File: config.mk
export PLATFORM = sky130hd
export DESIGN_NAME = sbt_port
export DESIGN_NICKNAME = d
export VERILOG_FILES = /design/src/core/sbt_pkg.sv /design/src/core/sbt_timer_if.sv /design/src/core/sbt_sync.sv /design/src/core/sbt_guard_timer.sv /design/src/core/sbt_port.sv
export VERILOG_INCLUDE_DIRS = /design/src /design/src/core
export SDC_FILE = /design/constraint.sdc
export NUM_CORES = 1
export LEC_CHECK = 0
export BUFFER_PORTS_ARGS = -buffer_cell sky130_fd_sc_hd__buf_2
export CORE_MARGIN = 10
export CORE_UTILIZATION = 30
export CTS_CLUSTER_DIAMETER = 200
export DETAILED_ROUTE_END_ITERATION = 16
export GPL_ROUTABILITY_DRIVEN = 0
export GPL_TIMING_DRIVEN = 0
export SYNTH_ARGS = -nofsm -noshare
export SYNTH_HDL_FRONTEND = slang
export SYNTH_SLANG_ARGS = --single-unit
File: constraint.sdc
create_clock -name core_clk -period 4 [get_ports core_clk]
set_input_delay 0.8 -clock core_clk [delete_from_list [all_inputs] [get_ports core_clk]]
set_output_delay 0.8 -clock core_clk [all_outputs]
set_load 0.02 [all_outputs]
File: src/core/sbt_defs.svh
// sbt_defs.svh: register map, field positions, reset values and timer counts
// assumes: included by bare name from the guard timer and port files of the single-bit two-wire port
`ifndef SBT_DEFS_SVH
`define SBT_DEFS_SVH

// register word addresses
`define SBT_ADDR_CTL 2'h0
`define SBT_ADDR_DAT 2'h1
`define SBT_ADDR_CFG 2'h2

// control/status write fields
`define SBT_CTL_CXA 7
`define SBT_CTL_IDLE 6
`define SBT_CTL_CDR 5
`define SBT_CTL_CLEAR_ARB_LOSS 4
`define SBT_CTL_CLEAR_START_FLAG 3
`define SBT_CTL_CLEAR_STOP_FLAG 2
`define SBT_CTL_SEND_REPEAT_START 1
`define SBT_CTL_SEND_STOP 0

// data register bit (read: receive_bit, write: transmit_bit)
`define SBT_DAT_BIT 7

// config fields
`define SBT_CFG_SLVEN 7
`define SBT_CFG_MREQ 6
`define SBT_CFG_TMO 5
`define SBT_CFG_TRUN 4
`define SBT_CFG_PSHI 1
`define SBT_CFG_PSLO 0

// reset values
`define SBT_RST_BYTE 8'h00
`define SBT_RST_IDLE 1'b1

// machine cycle length in core clocks
`define SBT_MC_DIV 6

// minimum-time counts in machine cycles, per {prescale_hi, prescale_lo}
`define SBT_MIN_PS10 4'h7
`define SBT_MIN_PS01 4'h6
`define SBT_MIN_PS00 4'h5
`define SBT_MIN_PS11 4'h4

// guard timer count at which the minimum time has elapsed
`define SBT_MIN_MARK 10'h008

`endif

File: src/core/sbt_pkg.sv
// sbt_pkg: state types of the single-bit two-wire port
// assumes: counts and field positions come from sbt_defs.svh
package sbt_pkg;

    // start/stop generation waiting at a master
    typedef enum logic [1:0] {
        SBT_PEND_NONE,
        SBT_PEND_RSTART,
        SBT_PEND_STOP
    } sbt_pend_e;

    // whole state of the bit engine and its registers
    typedef struct packed {
        logic data_ready_flag;
        logic arb_loss_flag;
        logic str;
        logic stop_seen_flag;
        logic rbit;
        logic xact;
        logic xbit;
        logic master;
        logic idle;
        logic busy;
        logic gen_start;
        sbt_pend_e pend;
        logic sda_oe;
        logic scl_oe;
        logic pin_lvl;
        logic scl_q;
        logic sda_q;
        logic attn;
        logic tmo_pulse;
        logic tmo_seen;
        logic slv_en;
        logic mreq;
        logic trun;
        logic [1:0] ps;
        logic [7:0] rdata;
    } sbt_core_s;

    // guard timer state
    typedef struct packed {
        logic [3:0] div;
        logic [9:0] cnt;
        logic carry;
    } sbt_tmr_s;

endpackage : sbt_pkg

File: src/core/sbt_timer_if.sv
// sbt_timer_if: wires between the bit engine and its guard timer
// assumes: both ends run on core_clk
`timescale 1ns/1ns
interface sbt_timer_if;
    logic en;
    logic full_run;
    logic in_frame;
    logic reload;
    logic [1:0] ps;
    logic min_done;
    logic carry;

    modport core (output en, output full_run, output in_frame, output reload, output ps,
                  input min_done, input carry);
    modport timer (input en, input full_run, input in_frame, input reload, input ps,
                   output min_done, output carry);
endinterface : sbt_timer_if

File: src/core/sbt_sync.sv
// sbt_sync: two-flop synchroniser for pin levels
// assumes: inputs are asynchronous to core_clk
`timescale 1ns/1ns
module sbt_sync #(
    parameter int W = 2
) (
    // clock and reset
    input logic core_clk,
    input logic rst_n,
    // levels
    input logic [W-1:0] d,
    output logic [W-1:0] q
);
    typedef struct packed {
        logic [W-1:0] s1;
        logic [W-1:0] s2;
    } sbt_sync_s;

    sbt_sync_s s;
    sbt_sync_s next_s;

    // first stage feeds only the second; idle bus is high so reset to ones
    always_comb
    begin
        next_s.s1 = d;
        next_s.s2 = s.s1;
    end

    always_ff @(posedge core_clk or negedge rst_n)
    begin
        if (!rst_n)
        begin
            s <= '1;
        end
        else
        begin
            s <= next_s;
        end
    end

    assign q = s.s2;
endmodule : sbt_sync

File: src/core/sbt_guard_timer.sv
// sbt_guard_timer: 10-bit bus guard timer with machine-cycle divider
// assumes: reload is a one-cycle pulse from the bit engine on core_clk
`timescale 1ns/1ns
`include "sbt_defs.svh"
module sbt_guard_timer #(
    parameter int MC_DIV = `SBT_MC_DIV
) (
    // clock and reset
    input logic core_clk,
    input logic rst_n,
    // engine side
    sbt_timer_if.timer tif
);
    sbt_pkg::sbt_tmr_s s;
    sbt_pkg::sbt_tmr_s next_s;
    logic [3:0] min_cnt;
    logic [9:0] preload;
    logic tick;

    // minimum-time count selected by the prescale pair
    always_comb
    begin
        case (tif.ps)
            2'h2: min_cnt = `SBT_MIN_PS10;
            2'h1: min_cnt = `SBT_MIN_PS01;
            2'h0: min_cnt = `SBT_MIN_PS00;
            default: min_cnt = `SBT_MIN_PS11;
        endcase
    end

    assign preload = `SBT_MIN_MARK - {6'h00, min_cnt};
    assign tick = (s.div == 4'(MC_DIV - 1));

    // outside frames, or with the full run off, only the low bits count up to the mark
    always_comb
    begin
        next_s = s;
        next_s.carry = 1'b0;
        if (!tif.en)
        begin
            next_s.div = 4'h0;
            next_s.cnt = 10'h000;
        end
        else
        begin
            next_s.div = tick ? 4'h0 : s.div + 4'h1;
            if (tif.reload)
            begin
                next_s.cnt = preload;
            end
            else if (tick && tif.full_run && tif.in_frame)
            begin
                {next_s.carry, next_s.cnt} = {1'b0, s.cnt} + 11'h001;
            end
            else if (tick && (s.cnt[9:3] == 7'h00))
            begin
                next_s.cnt = s.cnt + 10'h001;
            end
        end
    end

    always_ff @(posedge core_clk or negedge rst_n)
    begin
        if (!rst_n)
        begin
            s <= '0;
        end
        else
        begin
            s <= next_s;
        end
    end

    assign tif.min_done = (s.cnt[9:3] != 7'h00);
    assign tif.carry = s.carry;

    a_timer_disabled: assert property (
        @(posedge core_clk) disable iff (!rst_n)
        !tif.en |=> (s.cnt == 10'h000) && !s.carry)
        else $error("guard timer runs while the port is disabled");

    a_low_bits_only: assert property (
        @(posedge core_clk) disable iff (!rst_n)
        tif.en && !tif.full_run && (s.cnt <= 10'h008) |=> (s.cnt <= 10'h008) && !s.carry)
        else $error("guard timer passed the mark without full run");

    a_preload_mark: assert property (
        @(posedge core_clk) disable iff (!rst_n)
        tif.en && tif.reload && (tif.ps == 2'h2) |=> (s.cnt == 10'h001))
        else $error("guard timer preload wrong for prescale 1 0");
endmodule : sbt_guard_timer

File: src/core/sbt_port.sv
// sbt_port: single-bit two-wire port with flags, arbitration and clock stretching
// assumes: plain register port on core_clk; pins are open-drain, wired outside
//
// Strobed register access and the placing of the registers were chosen for this implementation.
`timescale 1ns/1ns
`include "sbt_defs.svh"
module sbt_port #(
    parameter int MC_DIV = `SBT_MC_DIV
) (
    // clock and reset
    input logic core_clk,
    input logic rst_n,
    // register port
    input logic [1:0] reg_addr,
    input logic [7:0] reg_wdata,
    input logic reg_wr,
    input logic reg_rd,
    output logic [7:0] reg_rdata,
    // two-wire pins
    input logic sda_in,
    output logic sda_out,
    output logic sda_oe,
    input logic scl_in,
    output logic scl_out,
    output logic scl_oe,
    // status
    output logic attention,
    output logic guard_timeout
);
    sbt_pkg::sbt_core_s s;
    sbt_pkg::sbt_core_s next_s;
    sbt_timer_if tif ();
    logic [1:0] pins_s;
    logic scl_s;
    logic sda_s;
    logic scl_rise;
    logic scl_fall;
    logic start_cond;
    logic stop_cond;
    logic enabled;
    logic idle_slave;
    logic attn_any;
    logic wr_ctl;
    logic wr_dat;
    logic wr_cfg;
    logic rd_dat;
    logic set_data_ready_flag;
    logic set_arl;
    logic set_str;
    logic set_stp;
    logic acquire;
    logic clr_data_ready_flag;
    logic clr_xact;
    logic set_xact;

    // pins pass two flops before anything looks at them
    sbt_sync #(.W(2)) u_sync (
        .core_clk(core_clk),
        .rst_n(rst_n),
        .d({scl_in, sda_in}),
        .q(pins_s)
    );

    sbt_guard_timer #(.MC_DIV(MC_DIV)) u_timer (
        .core_clk(core_clk),
        .rst_n(rst_n),
        .tif(tif)
    );

    // bus events from the synchronised levels
    assign scl_s = pins_s[1];
    assign sda_s = pins_s[0];
    assign scl_rise = scl_s && !s.scl_q;
    assign scl_fall = !scl_s && s.scl_q;
    assign start_cond = scl_s && s.scl_q && s.sda_q && !sda_s;
    assign stop_cond = scl_s && s.scl_q && !s.sda_q && sda_s;
    assign enabled = s.slv_en || s.mreq || s.master;
    assign idle_slave = !s.master && s.idle;
    assign attn_any = s.data_ready_flag || s.arb_loss_flag || s.str || s.stop_seen_flag;

    // register strobes
    assign wr_ctl = reg_wr && (reg_addr == `SBT_ADDR_CTL);
    assign wr_dat = reg_wr && (reg_addr == `SBT_ADDR_DAT);
    assign wr_cfg = reg_wr && (reg_addr == `SBT_ADDR_CFG);
    assign rd_dat = reg_rd && (reg_addr == `SBT_ADDR_DAT);

    // timer hookup
    assign tif.en = enabled;
    assign tif.full_run = s.trun;
    assign tif.in_frame = s.busy;
    assign tif.reload = enabled && (scl_rise || scl_fall || start_cond || stop_cond);
    assign tif.ps = s.ps;

    // flag set terms; a loss needs transmit active; own starts flag too so software sends bit one
    assign set_data_ready_flag = enabled && scl_rise && !idle_slave;
    assign set_arl = enabled && s.xact && (
        (scl_rise && s.xbit && !sda_s) ||
        (start_cond && s.xbit && !s.sda_oe && !s.gen_start) ||
        (s.master && (s.pend == sbt_pkg::SBT_PEND_RSTART) && scl_fall) ||
        (s.master && (s.pend == sbt_pkg::SBT_PEND_STOP) && scl_fall));
    assign set_str = enabled && start_cond && !idle_slave;
    assign set_stp = enabled && stop_cond && !idle_slave;
    assign acquire = enabled && s.mreq && !s.master && !s.busy && tif.min_done &&
                     scl_s && sda_s && !tif.carry;

    // clear and set terms of the software-visible state
    assign clr_data_ready_flag = (wr_ctl && reg_wdata[`SBT_CTL_CDR]) || wr_dat || rd_dat;
    assign clr_xact = (wr_ctl && reg_wdata[`SBT_CTL_CXA]) || rd_dat;
    assign set_xact = wr_dat ||
                      (wr_ctl && (reg_wdata[`SBT_CTL_SEND_REPEAT_START] || reg_wdata[`SBT_CTL_SEND_STOP]));

    // next state; a flag set in the cycle of its clear survives
    always_comb
    begin
        next_s = s;
        next_s.scl_q = scl_s;
        next_s.sda_q = sda_s;
        next_s.tmo_pulse = 1'b0;
        next_s.rdata = `SBT_RST_BYTE;
        // read data stand for the one cycle after the strobe
        if (reg_rd)
        begin
            case (reg_addr)
                `SBT_ADDR_CTL: next_s.rdata = {s.rbit, attn_any, s.data_ready_flag, s.arb_loss_flag, s.str, s.stop_seen_flag,
                                               s.master, 1'b0};
                `SBT_ADDR_DAT: next_s.rdata = {s.rbit, 7'h00};
                `SBT_ADDR_CFG: next_s.rdata = {s.slv_en, s.mreq, s.tmo_seen, s.trun, 2'h0,
                                               s.ps};
                default: next_s.rdata = `SBT_RST_BYTE;
            endcase
        end
        // configuration
        if (wr_cfg)
        begin
            next_s.slv_en = reg_wdata[`SBT_CFG_SLVEN];
            next_s.mreq = reg_wdata[`SBT_CFG_MREQ];
            next_s.trun = reg_wdata[`SBT_CFG_TRUN];
            next_s.ps = {reg_wdata[`SBT_CFG_PSHI], reg_wdata[`SBT_CFG_PSLO]};
        end
        next_s.tmo_seen = (s.tmo_seen && !(wr_cfg && reg_wdata[`SBT_CFG_TMO])) || tif.carry;
        // flags
        if (set_data_ready_flag)
        begin
            next_s.rbit = sda_s;
        end
        next_s.data_ready_flag = (s.data_ready_flag && !clr_data_ready_flag) || set_data_ready_flag;
        next_s.arb_loss_flag = (s.arb_loss_flag && !(wr_ctl && reg_wdata[`SBT_CTL_CLEAR_ARB_LOSS])) || set_arl;
        next_s.str = (s.str && !(wr_ctl && reg_wdata[`SBT_CTL_CLEAR_START_FLAG])) || set_str;
        next_s.stop_seen_flag = (s.stop_seen_flag && !(wr_ctl && reg_wdata[`SBT_CTL_CLEAR_STOP_FLAG])) || set_stp;
        // transmit bit and pending start/stop; stop wins if both are asked
        if (wr_dat)
        begin
            next_s.xbit = reg_wdata[`SBT_DAT_BIT];
        end
        if (wr_ctl && reg_wdata[`SBT_CTL_SEND_REPEAT_START])
        begin
            next_s.xbit = 1'b1;
            next_s.pend = sbt_pkg::SBT_PEND_RSTART;
        end
        if (wr_ctl && reg_wdata[`SBT_CTL_SEND_STOP])
        begin
            next_s.xbit = 1'b0;
            next_s.pend = sbt_pkg::SBT_PEND_STOP;
        end
        // idle slave wakes only on a start
        if (wr_ctl && reg_wdata[`SBT_CTL_IDLE])
        begin
            next_s.idle = 1'b1;
        end
        else if (start_cond)
        begin
            next_s.idle = 1'b0;
        end
        // bus busy between start and stop
        if (start_cond)
        begin
            next_s.busy = 1'b1;
        end
        else if (stop_cond)
        begin
            next_s.busy = 1'b0;
        end
        if (scl_fall || stop_cond)
        begin
            next_s.gen_start = 1'b0;
        end
        // a stop seen while master with the request withdrawn ends mastership
        if (stop_cond && s.master && !s.mreq)
        begin
            next_s.master = 1'b0;
        end
        // SDA: written bit reaches the pin only during SCL low
        if (!scl_s)
        begin
            next_s.sda_oe = s.xact && !s.xbit;
        end
        // free bus with request: take it with an automatic start
        if (acquire)
        begin
            next_s.master = 1'b1;
            next_s.xact = 1'b1;
            next_s.xbit = 1'b0;
            next_s.sda_oe = 1'b1;
            next_s.gen_start = 1'b1;
        end
        else
        begin
            next_s.xact = (s.xact && !clr_xact) || set_xact;
        end
        // repeated start and stop wait the minimum time after SCL rose
        if (s.master && scl_s && s.scl_q && tif.min_done)
        begin
            if (s.pend == sbt_pkg::SBT_PEND_RSTART)
            begin
                next_s.sda_oe = 1'b1;
                next_s.gen_start = 1'b1;
                next_s.pend = sbt_pkg::SBT_PEND_NONE;
            end
            else if ((s.pend == sbt_pkg::SBT_PEND_STOP) && s.sda_oe)
            begin
                next_s.sda_oe = 1'b0;
                next_s.busy = 1'b0; // frame ends here, so the master does not clock SCL low again
                next_s.pend = sbt_pkg::SBT_PEND_NONE;
            end
        end
        // losing arbitration drops transmit, mastership and any pending request
        if (set_arl || s.arb_loss_flag)
        begin
            next_s.xact = 1'b0;
            next_s.pend = sbt_pkg::SBT_PEND_NONE;
            next_s.gen_start = 1'b0;
        end
        if (set_arl)
        begin
            next_s.master = 1'b0;
        end
        if (!next_s.xact)
        begin
            next_s.sda_oe = 1'b0;
        end
        // SCL: stretch while flags stand, master clocks after the minimum high time
        if (!enabled)
        begin
            next_s.scl_oe = 1'b0;
        end
        else if (!scl_s && attn_any)
        begin
            next_s.scl_oe = 1'b1;
        end
        else if (s.scl_oe && (attn_any || (s.master && !tif.min_done)))
        begin
            next_s.scl_oe = 1'b1;
        end
        else if (s.master && s.busy && scl_s && s.scl_q && tif.min_done &&
                 (s.pend == sbt_pkg::SBT_PEND_NONE))
        begin
            next_s.scl_oe = 1'b1;
        end
        else
        begin
            next_s.scl_oe = 1'b0;
        end
        if (!enabled)
        begin
            next_s.sda_oe = 1'b0;
        end
        // hung bus: the carry resets the engine and lets the others go on
        if (tif.carry)
        begin
            next_s.data_ready_flag = 1'b0;
            next_s.arb_loss_flag = 1'b0;
            next_s.str = 1'b0;
            next_s.stop_seen_flag = 1'b0;
            next_s.xact = 1'b0;
            next_s.master = 1'b0;
            next_s.busy = 1'b0;
            next_s.idle = `SBT_RST_IDLE;
            next_s.gen_start = 1'b0;
            next_s.pend = sbt_pkg::SBT_PEND_NONE;
            next_s.sda_oe = 1'b0;
            next_s.scl_oe = 1'b0;
            next_s.tmo_pulse = 1'b1;
        end
        next_s.attn = next_s.data_ready_flag || next_s.arb_loss_flag || next_s.str || next_s.stop_seen_flag;
    end

    // one register for all state; idle slave after reset
    always_ff @(posedge core_clk or negedge rst_n)
    begin
        if (!rst_n)
        begin
            s <= '0;
            s.idle <= `SBT_RST_IDLE;
            s.scl_q <= 1'b1;
            s.sda_q <= 1'b1;
        end
        else
        begin
            s <= next_s;
        end
    end

    // outputs straight from the state register
    assign reg_rdata = s.rdata;
    assign sda_out = s.pin_lvl;
    assign sda_oe = s.sda_oe;
    assign scl_out = s.pin_lvl;
    assign scl_oe = s.scl_oe;
    assign attention = s.attn;
    assign guard_timeout = s.tmo_pulse;

    a_stretch_hold: assert property (
        @(posedge core_clk) disable iff (!rst_n)
        enabled && !scl_s && attn_any && !tif.carry |=> s.scl_oe)
        else $error("SCL released while a flag stands");

    a_clear_keeps_low: assert property (
        @(posedge core_clk) disable iff (!rst_n)
        enabled && s.scl_oe && !scl_s && (s.arb_loss_flag || s.str || s.stop_seen_flag) && !tif.carry
        |=> s.scl_oe)
        else $error("SCL released with loss, start or stop flag set");

    a_arl_kills_xact: assert property (
        @(posedge core_clk) disable iff (!rst_n)
        s.arb_loss_flag |-> !s.xact)
        else $error("transmit active with arbitration loss set");

    a_sda_needs_xact: assert property (
        @(posedge core_clk) disable iff (!rst_n)
        s.sda_oe |-> s.xact && !s.arb_loss_flag)
        else $error("SDA driven without transmit active");

    a_loss_drops_master: assert property (
        @(posedge core_clk) disable iff (!rst_n)
        $rose(s.arb_loss_flag) |-> !s.master)
        else $error("still master after arbitration loss");

    a_rise_sets_ready: assert property (
        @(posedge core_clk) disable iff (!rst_n)
        set_data_ready_flag && !tif.carry |=> s.data_ready_flag && (s.rbit == $past(sda_s)))
        else $error("SCL rise did not capture SDA");

    a_clear_arl: assert property (
        @(posedge core_clk) disable iff (!rst_n)
        wr_ctl && reg_wdata[`SBT_CTL_CLEAR_ARB_LOSS] && !set_arl |=> !s.arb_loss_flag)
        else $error("arbitration loss not cleared");

    a_write_sets_xact: assert property (
        @(posedge core_clk) disable iff (!rst_n)
        wr_dat && !s.arb_loss_flag && !set_arl && !tif.carry |=> s.xact)
        else $error("data write did not set transmit active");

    a_idle_no_start: assert property (
        @(posedge core_clk) disable iff (!rst_n)
        start_cond && idle_slave && !s.str |=> !s.str)
        else $error("start flag set at an idle slave");

    a_timeout_reset: assert property (
        @(posedge core_clk) disable iff (!rst_n)
        tif.carry |=> !s.scl_oe && !s.master && !s.attn && s.tmo_pulse)
        else $error("timer carry did not reset the port");
endmodule : sbt_port

==> run summary, run 1 <==
• vias after detailed routing: 1931
• sequential share of power: 50.9%
• number of clock sinks: 52
• number of antenna violations at the first check in global routing: 0
• number of clock buffers inserted by TritonCTS: 5
• cell taking the most area after synthesis: sky130_fd_sc_hd__dfrtp_1
• Worst Setup Slack, final: 1810 ps
• placeable core region: 8300 um2
• R2R Path Start: s[17]
• area of placed instances: 2860 um2
• Post-synth EDFFs: 0
• Clock Pin Slew Worst Setup and Hold Paths: 90 ps
• post-CTS setup-driven buffer insertion count: 0
• Antenna Cells: 0
• fraction of the yosys area taken by sequential cells: 50.5%
• worst clock skew: 12.3 ps
• most instantiated flip-flop cell in the synthesis netlist: sky130_fd_sc_hd__dfrtp_1
• master cell of the clock root buffer: sky130_fd_sc_hd__clkbuf_8
• type of the worst min-delay path: register to register
• proportion of total power due to net switching: 32.2%
• number of nets with antenna violations after routing: 0
• Setup crit end kind: register
• required time of the worst setup path: 4170 ps
• highest net fanout along the worst path: 7
• total global-route track usage: 8.76%
• final WL: 5.80 mm
• wire length of the first global-routing pass: 9.43 mm
• iteration count of the initial detailed-routing pass: 4
• number of fillers in the final layout: 836
• most area-consuming cells after synthesis: sky130_fd_sc_hd__dfrtp_1 (43%), sky130_fd_sc_hd__dfstp_2 (7.1%), sky130_fd_sc_hd__nor2_1 (5.1%)
• number of H-tree branching levels: 2
• proportion of register bits with asynchronous set or reset after synthesis: 100%
• outcome: finished clean
• placement-stage worst setup slack: 1510 ps
• Worst Tran Pin Value: 1140 ps
• post-route non-filler standard cell count: 394
• highest attainable clock frequency: 457 MHz
• Setup TNS: 0 ps
• largest buffer count on any clock path: 2
• hold violation count in the final report: 0
• Worst Min Path Start: u_sync.next_s[0]
• number of instances resized during post-cts repair: 0
• share of layout cells above drive strength 1: 21.5%
• area enclosed by the die boundary: 12800 um2
• cell with the most instances after synthesis: sky130_fd_sc_hd__dfrtp_1
• Max-cap violations: 0
• cts hold-fix bufs: 0
• final period utilization: 54.6%
• growth of design area from synthesis to finish: 14.4%
• synthesized area per cell: 10.2 um2
• WHS Path Cells: 0
• portion of total power attributed to the clock network: 25.3%
• Hold Path End: u_sync.q[0]
• Ports: 30
• top-area cell type share of the netlist area: 43.4%
• worst voltage drop across the vdd grid: 268 uV
• final max-slew violation count: 0
• cell internal pwr: 0.957 mW
• reg-to-reg setup timing slack: 1920 ps
• die width: 113 um
• cell area power density: 476 nW/um2
• Post-Syn Instances: 254
• element type at the critical path start: input pin
• number of vias per cell after detailed routing: 4.90
• vias in the first global route: 1938
• Seq. cell area: 1310 um2
• maximum number of pins on one net before global-route repair: 53
• cell area after layout: 2970 um2
• unrepaired setup endpoints after global routing: no
• number of nets at the end of the flow: 314
• top cells by instance count after synthesis: sky130_fd_sc_hd__dfrtp_1 (45), sky130_fd_sc_hd__nor2_1 (35), sky130_fd_sc_hd__nand2_1 (16), sky130_fd_sc_hd__a21oi_1 (12), sky130_fd_sc_hd__nor3_1 (11)
• Post-route DRC: 0
• Relative slew margins: 24.1%
• CTS tree: done
• share of power burned in combinational logic: 23.8%
• row cnt: 33
• count of synthesis-stage warnings from yosys: 0
• area of the multi-input gates: 1160 um2
• Worst Hold Margin: 359 ps
• data arrival time at the worst-slack endpoint: 2360 ps
• setup violation total in the final timing report: 0
• number of placed instances, taps included: 386
• Detail Placement HPWL: 4.28 mm
• flops & latches, synth: 52
• Syn Std Cell Area: 2590 um2
• routed length per instance: 14.7 um
• die height: 113 um
• number of port buffers: 26
• Static Leakage: 1.35 nW
• source-to-sink clock delay at the later pin of the worst-skew pair: 310 ps
• count of routing violations after the opening detailed-route iteration: 88
• kind of critical path: input pin to register
• Net Sw Power: 0.455 mW
• post-route minimum period: 2190 ps
• Total Power Consumption: 1.41 mW
• Reg2Reg Depth: 6
• post-synthesis cell type count: 48
• starting utilization of the core area: 31.3%
• Critical R2R Capture: attention
• grt total ovfl: 0
• end-of-flow core utilization: 35.7%
per-layer routing:
metal	track usage, %	part of all wire [%]	vias up
li1	-	-	942
met2	13.6	45	45
met1	11.6	50	935
met3	2.11	3.9	9
met5	0	0	-
met4	2.79	1.3	0
placed cells by master (no fill, tap or decap), types with 5 or more instances in the layout:
cell / n
sky130_fd_sc_hd__a21oi_1: 12
sky130_fd_sc_hd__buf_2: 27
sky130_fd_sc_hd__buf_4: 10
sky130_fd_sc_hd__clkbuf_8: 5
sky130_fd_sc_hd__dfrtp_1: 45
sky130_fd_sc_hd__dfstp_2: 7
sky130_fd_sc_hd__ha_1: 10
sky130_fd_sc_hd__inv_1: 10
sky130_fd_sc_hd__mux2_2: 6
sky130_fd_sc_hd__nand2_1: 16
sky130_fd_sc_hd__nand3_1: 8
sky130_fd_sc_hd__nor2_1: 35
sky130_fd_sc_hd__nor3_1: 11
sky130_fd_sc_hd__nor3b_1: 7
sky130_fd_sc_hd__nor4_1: 7
sky130_fd_sc_hd__o21ai_0: 9
sky130_fd_sc_hd__xnor2_1: 10
power by group through the flow:
stage | Clock [mW] | Combinational [mW] | Sequential (mW)
6_report | 0.357 | 0.337 | 0.719
3_3_place_gp | 0 | 0.328 | 0.724
4_1_cts | 0.366 | 0.338 | 0.718
5_1_grt | 0.386 | 0.376 | 0.731
2_1_floorplan | 0 | 0.238 | 0.709
3_5_place_dp | 0 | 0.337 | 0.728
area by class of cell:
| cell class | instances | area share [%] |
|---|---|---|
| plain buffers | 13 | 2.95 |
| flip-flops and latches | 52 | 44.2 |
| multi-input cells | 180 | 39.2 |
| clock inverters | 2 | 1.18 |
| clock buffers | 6 | 2.45 |
| inverters | 10 | 1.27 |
| repair buffers | 26 | 4.39 |
| well taps | 105 | 4.43 |
logic make-up after synthesis:
family	count (synthesis)	share of synthesized area (%)
AND/OR/NAND/NOR	104	20.9
flip-flops	52	50.5
AO/OA/AOI/OAI	40	9.94
buffers and inverters	23	4.82
XOR/XNOR	14	4.73
adder cells (fa/ha/maj)	10	4.82
multiplexers	10	4.15
other	1	0.145
how the worst max path moves through the flow:
stage,startpoint,end,slack (ps),cells past startpoint
2_1_floorplan,reg_addr[0],attention,1820,5
3_3_place_gp,reg_addr[1],attention,1560,5
3_5_place_dp,reg_addr[0],attention,1510,5
4_1_cts,reg_addr[0],attention,1830,5
5_1_grt,u_timer.s[5],s[21],1750,4
6_report,reg_addr[1],attention,1810,5
flip-flops by register name (all words and copies together) (netlist names), 2 cells and up:
register / flops
reg_rdata: 8
s: 17
tif.ps: 2
u_sync.next_s: 2
u_sync.q: 2
u_timer.s: 14
worst max-delay path, cell delays in order:
cell and delay, ps:
sky130_fd_sc_hd__buf_2 140, sky130_fd_sc_hd__nor3b_2 460, sky130_fd_sc_hd__a21boi_0 180, sky130_fd_sc_hd__o21ba_1 220, sky130_fd_sc_hd__or4_1 540
No activity file was read; power rests on OpenSTA's default activity.
==> inputs of run 2 (changes only) <==
==> constraint.sdc (replaced) <==
create_clock -name core_clk -period 2.2 [get_ports core_clk]
set_input_delay 0.44 -clock core_clk [delete_from_list [all_inputs] [get_ports core_clk]]
set_output_delay 0.44 -clock core_clk [all_outputs]
set_load 0.02 [all_outputs]
==> run summary, run 2 (synthesis results as in run 1) <==
• Reg2Reg Depth: 6, unchanged
• final max-slew violation count: 0, unchanged
• Worst Tran Pin Value: 1150 ps, was 1140 ps
• hold violation count in the final report: 0, unchanged
• number of vias per cell after detailed routing: 4.86, was 4.90
• unrepaired setup endpoints after global routing: no, unchanged
• growth of design area from synthesis to finish: 14.6%, was 14.4%
• number of antenna violations at the first check in global routing: 0, unchanged
• maximum number of pins on one net before global-route repair: 53, unchanged
• vias in the first global route: 1938, unchanged
• Antenna Cells: 0, unchanged
• largest buffer count on any clock path: 2, unchanged
• most frequent cells in the layout: sky130_fd_sc_hd__dfrtp_1 (45), sky130_fd_sc_hd__nor2_1 (35), sky130_fd_sc_hd__buf_2 (27), unchanged
• cts hold-fix bufs: 0, unchanged
• WHS Path Cells: 1, was 0
• most common cell after layout, fill and taps aside: sky130_fd_sc_hd__dfrtp_1, unchanged
• Hold Path End: u_sync.next_s[0], was u_sync.q[0]
• source-to-sink clock delay at the later pin of the worst-skew pair: 300 ps, was 310 ps
• category of cells accounting for the largest share of critical-path delay: flip-flops, was simple AND/OR/NAND/NOR gates
• Reg with most FFs: s, unchanged
• starting utilization of the core area: 31.3%, unchanged
• Setup crit end kind: register, unchanged
• Static Leakage: 1.35 nW, about the same
• outcome: finished clean, unchanged
• number of H-tree branching levels: 2, unchanged
• Worst Hold Margin: 233 ps, was 359 ps
• row cnt: 33, unchanged
• final WL: 5.77 mm, was 5.80 mm
• Clock Pin Slew Worst Setup and Hold Paths: 90 ps, about the same
• maximum cell stage delay along the critical path: 570 ps, was 540 ps
• number of instances resized during post-cts repair: 0, unchanged
• CP cell instances: inv_1, ha_1, a31oi_1, o21ai_2, o21ba_1, or4_1, was buf_2, nor3b_2, a21boi_0, o21ba_1, or4_1
• data arrival time at the worst-slack endpoint: 2240 ps, was 2360 ps
• setup violation total in the final timing report: 0, unchanged
• master of the slowest instance on the critical path: sky130_fd_sc_hd__dfstp_2, was sky130_fd_sc_hd__or4_1
• vias after detailed routing: 1914, was 1931
• number of nets at the end of the flow: 314, unchanged
• type of the worst min-delay path: input pin to register, was register to register
• iteration count of the initial detailed-routing pass: 6, was 4
• Detail Placement HPWL: 4.28 mm, unchanged
• number of clock buffers inserted by TritonCTS: 5, unchanged
• worst clock skew: 10.5 ps, was 12.3 ps
• R2R Path Start: s[17], unchanged
• number of flip-flops in the largest register: 17, unchanged
• master cell of the clock root buffer: sky130_fd_sc_hd__clkbuf_8, unchanged
• worst voltage drop across the vdd grid: 486 uV, was 268 uV
• final period utilization: 94.1%
• Ports: 30, unchanged
• number of port buffers: 26, unchanged
• area of placed instances: 2860 um2, unchanged
• wire length of the first global-routing pass: 9.43 mm, unchanged
• highest attainable clock frequency: 483 MHz
• number of clock sinks: 52, unchanged
• Post-route DRC: 0, unchanged
• Worst Min Path Start: sda_in, was u_sync.next_s[0]
• kind of critical path: register to register, was input pin to register
• total global-route track usage: 8.76%, unchanged
• count of routing violations after the opening detailed-route iteration: 105, was 88
• grt total ovfl: 0, unchanged
• CTS tree: done, unchanged
• routed length per instance: 14.6 um, was 14.7 um
• required time of the worst setup path: 2370 ps, was 4170 ps
• reg-to-reg setup timing slack: 130 ps, was 1920 ps
• number of fillers in the final layout: 837, was 836
• Max-cap violations: 0, unchanged
• Relative slew margins: 23.7%, was 24.1%
• Setup TNS: 0 ps, unchanged
• share of layout cells above drive strength 1: 21.8%, was 21.5%
• die width: 113 um, unchanged
• placeable core region: 8300 um2, unchanged
• highest net fanout along the worst path: 4, was 7
• critical path buffer and inverter count: 1, unchanged
• element type at the critical path start: register, was input pin
• post-CTS setup-driven buffer insertion count: 0, unchanged
• cell area after layout: 2970 um2, about the same
• area enclosed by the die boundary: 12800 um2, unchanged
• number of nets with antenna violations after routing: 0, unchanged
• post-route minimum period: 2070 ps
• Critical R2R Capture: attention, unchanged
• cell area power density: 863 nW/um2, was 476 nW/um2
• die height: 113 um, unchanged
[run 2: worst reg2reg max path, delay by kind of cell (launching register included)]
kind	cells	cell delay (ps)
DFF	1	570
AOI/OAI and AO/OA	3	550
and+or+nand+nor	1	540
adders and majority gates	1	230
buffers and inverters	1	70
[run 2: stage by stage]
stage | util [%] | worst slack (ps) | power (mW) | instances
2_1_floorplan | - | 341 | 1.72 | 255
3_3_place_gp | 34.4 | 115 | 1.91 | 386
3_5_place_dp | 34.4 | 74.7 | 1.94 | 386
4_1_cts | 35.7 | 136 | 2.58 | 394
5_1_grt | 35.8 | 4.72 | 2.72 | 394
6_report | 35.8 | 130 | 2.57 | 394
[run 2: metal layers]
metal / vias to the layer above / track usage (%) / wire length (um) / share of wire (%)
li1: 943 / - / - / -
met1: 902 / 11.6 / 2820 / 49
met2: 60 / 13.6 / 2590 / 45
met3: 9 / 2.11 / 270 / 4.7
met4: 0 / 2.79 / 80 / 1.4
met5: - / 0 / 0 / 0
[run 2: worst max path at each step]
stage,from,end,cells after the start
after floorplan,s[17],attention,6
after global placement,reg_addr[1],attention,5
after detailed placement,reg_addr[0],attention,5
after CTS,s[17],attention,6
after global routing,s[17],s[21],6
final,s[17],attention,6
[run 2: layout make-up]
cell class	count	area [um2]	area share, %
plain buffers	13	87.6	2.95
clock buffers	6	72.6	2.44
clock inverters	2	35.0	1.18
inverters	10	37.5	1.26
multi-input cells	180	1170	39.3
flip-flops and latches	52	1310	44.1
well taps	105	131	4.42
repair buffers	26	130	4.38
[run 2: power by group]
group          internal [mW]  switching (mW)  total [mW]
sequential              1.13           0.179        1.31
clock                  0.338           0.307       0.645
combinational          0.276           0.339       0.615
total                   1.74           0.825        2.57
==> inputs of run 3 (changes only) <==
--- a/config.mk
+++ b/config.mk
@@ -13,6 +13,9 @@
 export DETAILED_ROUTE_END_ITERATION = 16
 export GPL_ROUTABILITY_DRIVEN = 0
 export GPL_TIMING_DRIVEN = 0
+export HOLD_SLACK_MARGIN = 0.08
+export PLACE_DENSITY = 0.52
+export SETUP_SLACK_MARGIN = 0.3
 export SYNTH_ARGS = -nofsm -noshare
 export SYNTH_HDL_FRONTEND = slang
 export SYNTH_SLANG_ARGS = --single-unit
==> run summary, run 3 (synthesis results as in run 1) <==
• R2R Path Start: s[17], unchanged
• setup violation total in the final timing report: 0, unchanged
• largest buffer count on any clock path: 2, unchanged
• capture point of the worst path: attention, unchanged
• count of routing violations after the opening detailed-route iteration: 130, was 105
• number of fillers in the final layout: 827, was 837
• final WL: 6.11 mm, was 5.77 mm
• placement-stage worst setup slack: 103 ps, was 74.7 ps
• starting utilization of the core area: 31.3%, unchanged
• final max-slew violation count: 0, unchanged
• Max-cap violations: 0, unchanged
• number of clock sinks: 52, unchanged
• outcome: finished clean, unchanged
• element type at the critical path start: register, unchanged
• growth of design area from synthesis to finish: 21.9%, was 14.6%
• Worst Setup Slack, final: 315 ps, was 130 ps
• die width: 113 um, unchanged
• routed length per instance: 15.1 um, was 14.6 um
• die height: 113 um, unchanged
• number of nets with antenna violations after routing: 0, unchanged
• source-to-sink clock delay at the later pin of the worst-skew pair: 310 ps, was 300 ps
• Clock Pin Slew Worst Setup and Hold Paths: 90 ps, about the same
• Detail Placement HPWL: 4.35 mm, was 4.28 mm
• number of vias per cell after detailed routing: 4.91, was 4.86
• GR Util met3: 2.27%, was 2.11%
• met1 track utilization from global routing: 12.4%, was 11.6%
• data arrival time at the worst-slack endpoint: 2060 ps, was 2240 ps
• highest attainable clock frequency: 531 MHz, was 483 MHz
• Reg with most FFs: s, unchanged
• row cnt: 33, unchanged
• total global-route track usage: 9.29%, was 8.76%
• reg-to-reg setup timing slack: 320 ps, was 130 ps
• highest net fanout along the worst path: 4, unchanged
• number of placed instances, taps included: 386, unchanged
• final period utilization: 85.7%, was 94.1%
• worst voltage drop across the vdd grid: 328 uV, was 486 uV
• post-route non-filler standard cell count: 403, was 394
• worst clock skew: 13.7 ps, was 10.5 ps
• Most Crowded Layer GR: met2, unchanged
• Critical R2R Capture: attention, unchanged
• Antenna Cells: 0, unchanged
• placeable core region: 8300 um2, unchanged
• unrepaired setup endpoints after global routing: yes, was no
• met2 Use GR: 14.4%, was 13.6%
• number of antenna violations at the first check in global routing: 0, unchanged
• Worst Tran Pin Value: 1180 ps, was 1150 ps
• cell area power density: 903 nW/um2, was 863 nW/um2
• number of nets at the end of the flow: 323, was 314
• iteration count of the initial detailed-routing pass: 4, was 6
• most frequent cells in the layout: sky130_fd_sc_hd__dfrtp_1 (44), sky130_fd_sc_hd__nor2_1 (35), sky130_fd_sc_hd__buf_2 (27), was sky130_fd_sc_hd__dfrtp_1 (45), sky130_fd_sc_hd__nor2_1 (35), sky130_fd_sc_hd__buf_2 (27)
• master cell of the clock root buffer: sky130_fd_sc_hd__clkbuf_8, unchanged
• number of flip-flops in the largest register: 17, unchanged
• maximum number of pins on one net before global-route repair: 53, unchanged
• CTS tree: done, unchanged
• kind of critical path: register to register, unchanged
• Reg2Reg Depth: 6, unchanged
• post-route minimum period: 1880 ps, was 2070 ps
• area of placed instances: 2860 um2, unchanged
• Ports: 30, unchanged
• Setup TNS: 0 ps, unchanged
• cell area after layout: 3160 um2, was 2970 um2
• number of clock buffers inserted by TritonCTS: 5, unchanged
• type of the worst min-delay path: input pin to register, unchanged
• vias after detailed routing: 1979, was 1914
• number of port buffers: 26, unchanged
• wire length of the first global-routing pass: 9.87 mm, was 9.43 mm
• hold violation count in the final report: 0, unchanged
• Worst setup startpoint: s[17], unchanged
• most common cell after layout, fill and taps aside: sky130_fd_sc_hd__dfrtp_1, unchanged
• vias in the first global route: 1880, was 1938
• number of H-tree branching levels: 2, unchanged
• Static Leakage: 1.43 nW, was 1.35 nW
• share of layout cells above drive strength 1: 28.2%, was 21.8%
• area enclosed by the die boundary: 12800 um2, unchanged
• grt total ovfl: 0, unchanged
• Relative slew margins: 21.5%, was 23.7%
• Total Power Consumption: 2.85 mW, was 2.57 mW
• Post-route DRC: 0, unchanged
• Setup crit end kind: register, unchanged
• required time of the worst setup path: 2380 ps, was 2370 ps
==> run 3: changes by cell type in the layout (fill, tap and decap cells not counted), moves of 2 or more <==
cell	change
sky130_fd_sc_hd__buf_4	+9
sky130_fd_sc_hd__bufinv_16	+2
sky130_fd_sc_hd__ha_1	-3
sky130_fd_sc_hd__ha_2	+2
sky130_fd_sc_hd__inv_1	-2
sky130_fd_sc_hd__inv_2	+2
==> run 3: how the worst min path moves through the flow <==
stage	from	end	slack, ps	depth (start not counted)
6_report	scl_in	u_sync.next_s[1]	230	1
5_1_grt	scl_in	u_sync.next_s[1]	220	1
4_1_cts	scl_in	u_sync.next_s[1]	220	1
3_5_place_dp	u_sync.next_s[1]	u_sync.q[1]	350	0
3_3_place_gp	u_sync.next_s[1]	u_sync.q[1]	350	0
2_1_floorplan	rst_n	attention	140	0
==> run 3: worst max-delay path, cell delays in order, from the launching register on <==
cell and delay, ps:
sky130_fd_sc_hd__dfstp_2 550, sky130_fd_sc_hd__inv_2 50, sky130_fd_sc_hd__ha_4 170, sky130_fd_sc_hd__a31oi_4 170, sky130_fd_sc_hd__o21ai_4 90, sky130_fd_sc_hd__o21ba_2 210
sky130_fd_sc_hd__or4_1 520
==> run 3: where the power goes <==
| part | switching (mW) | total [mW] | internal [mW] | leakage [nW] |
|---|---|---|---|---|
| Combinational | 0.362 | 0.669 | 0.307 | 0.686 |
| Sequential | 0.169 | 1.30 | 1.13 | 0.662 |
| Clock | 0.322 | 0.890 | 0.569 | 0.0784 |
==> run 3: cell type report <==
cell class | instances | area [um2] | share of cell area, %
tap | 105 | 131 | 4.15
sequential | 52 | 1310 | 41.5
multi-input combinational | 180 | 1240 | 39.2
inverter | 10 | 37.5 | 1.19
buffer | 13 | 87.6 | 2.77
clock buffer | 5 | 68.8 | 2.18
timing repair buffer | 35 | 198 | 6.25
clock inverter | 3 | 90.1 | 2.85
==> run 3: layer usage <==
metal | routed length (um) | share of wire (%) | vias to the layer above
li1 | - | - | 962
met1 | 2890 | 47 | 966
met5 | 0 | 0 | -
met4 | 66 | 1.1 | 0
met2 | 2880 | 47 | 46
met3 | 275 | 4.5 | 5
==> run 3: stage by stage <==
| stage | hold slack, ps | utilization (%) |
|---|---|---|
| after global placement | 347 | 34.4 |
| final | 232 | 38.1 |
| after detailed placement | 347 | 34.4 |
| after floorplan | 144 | - |
| after CTS | 223 | 37.6 |
| after global routing | 215 | 38.1 |
==> run 3: timing repair <==
item	CTS	global route
pin swaps	4	2
setup buffers	8	1
setup endpoints to repair	10	7
gates resized for setup	8	10
gates cloned	0	0
hold buffers	0	0
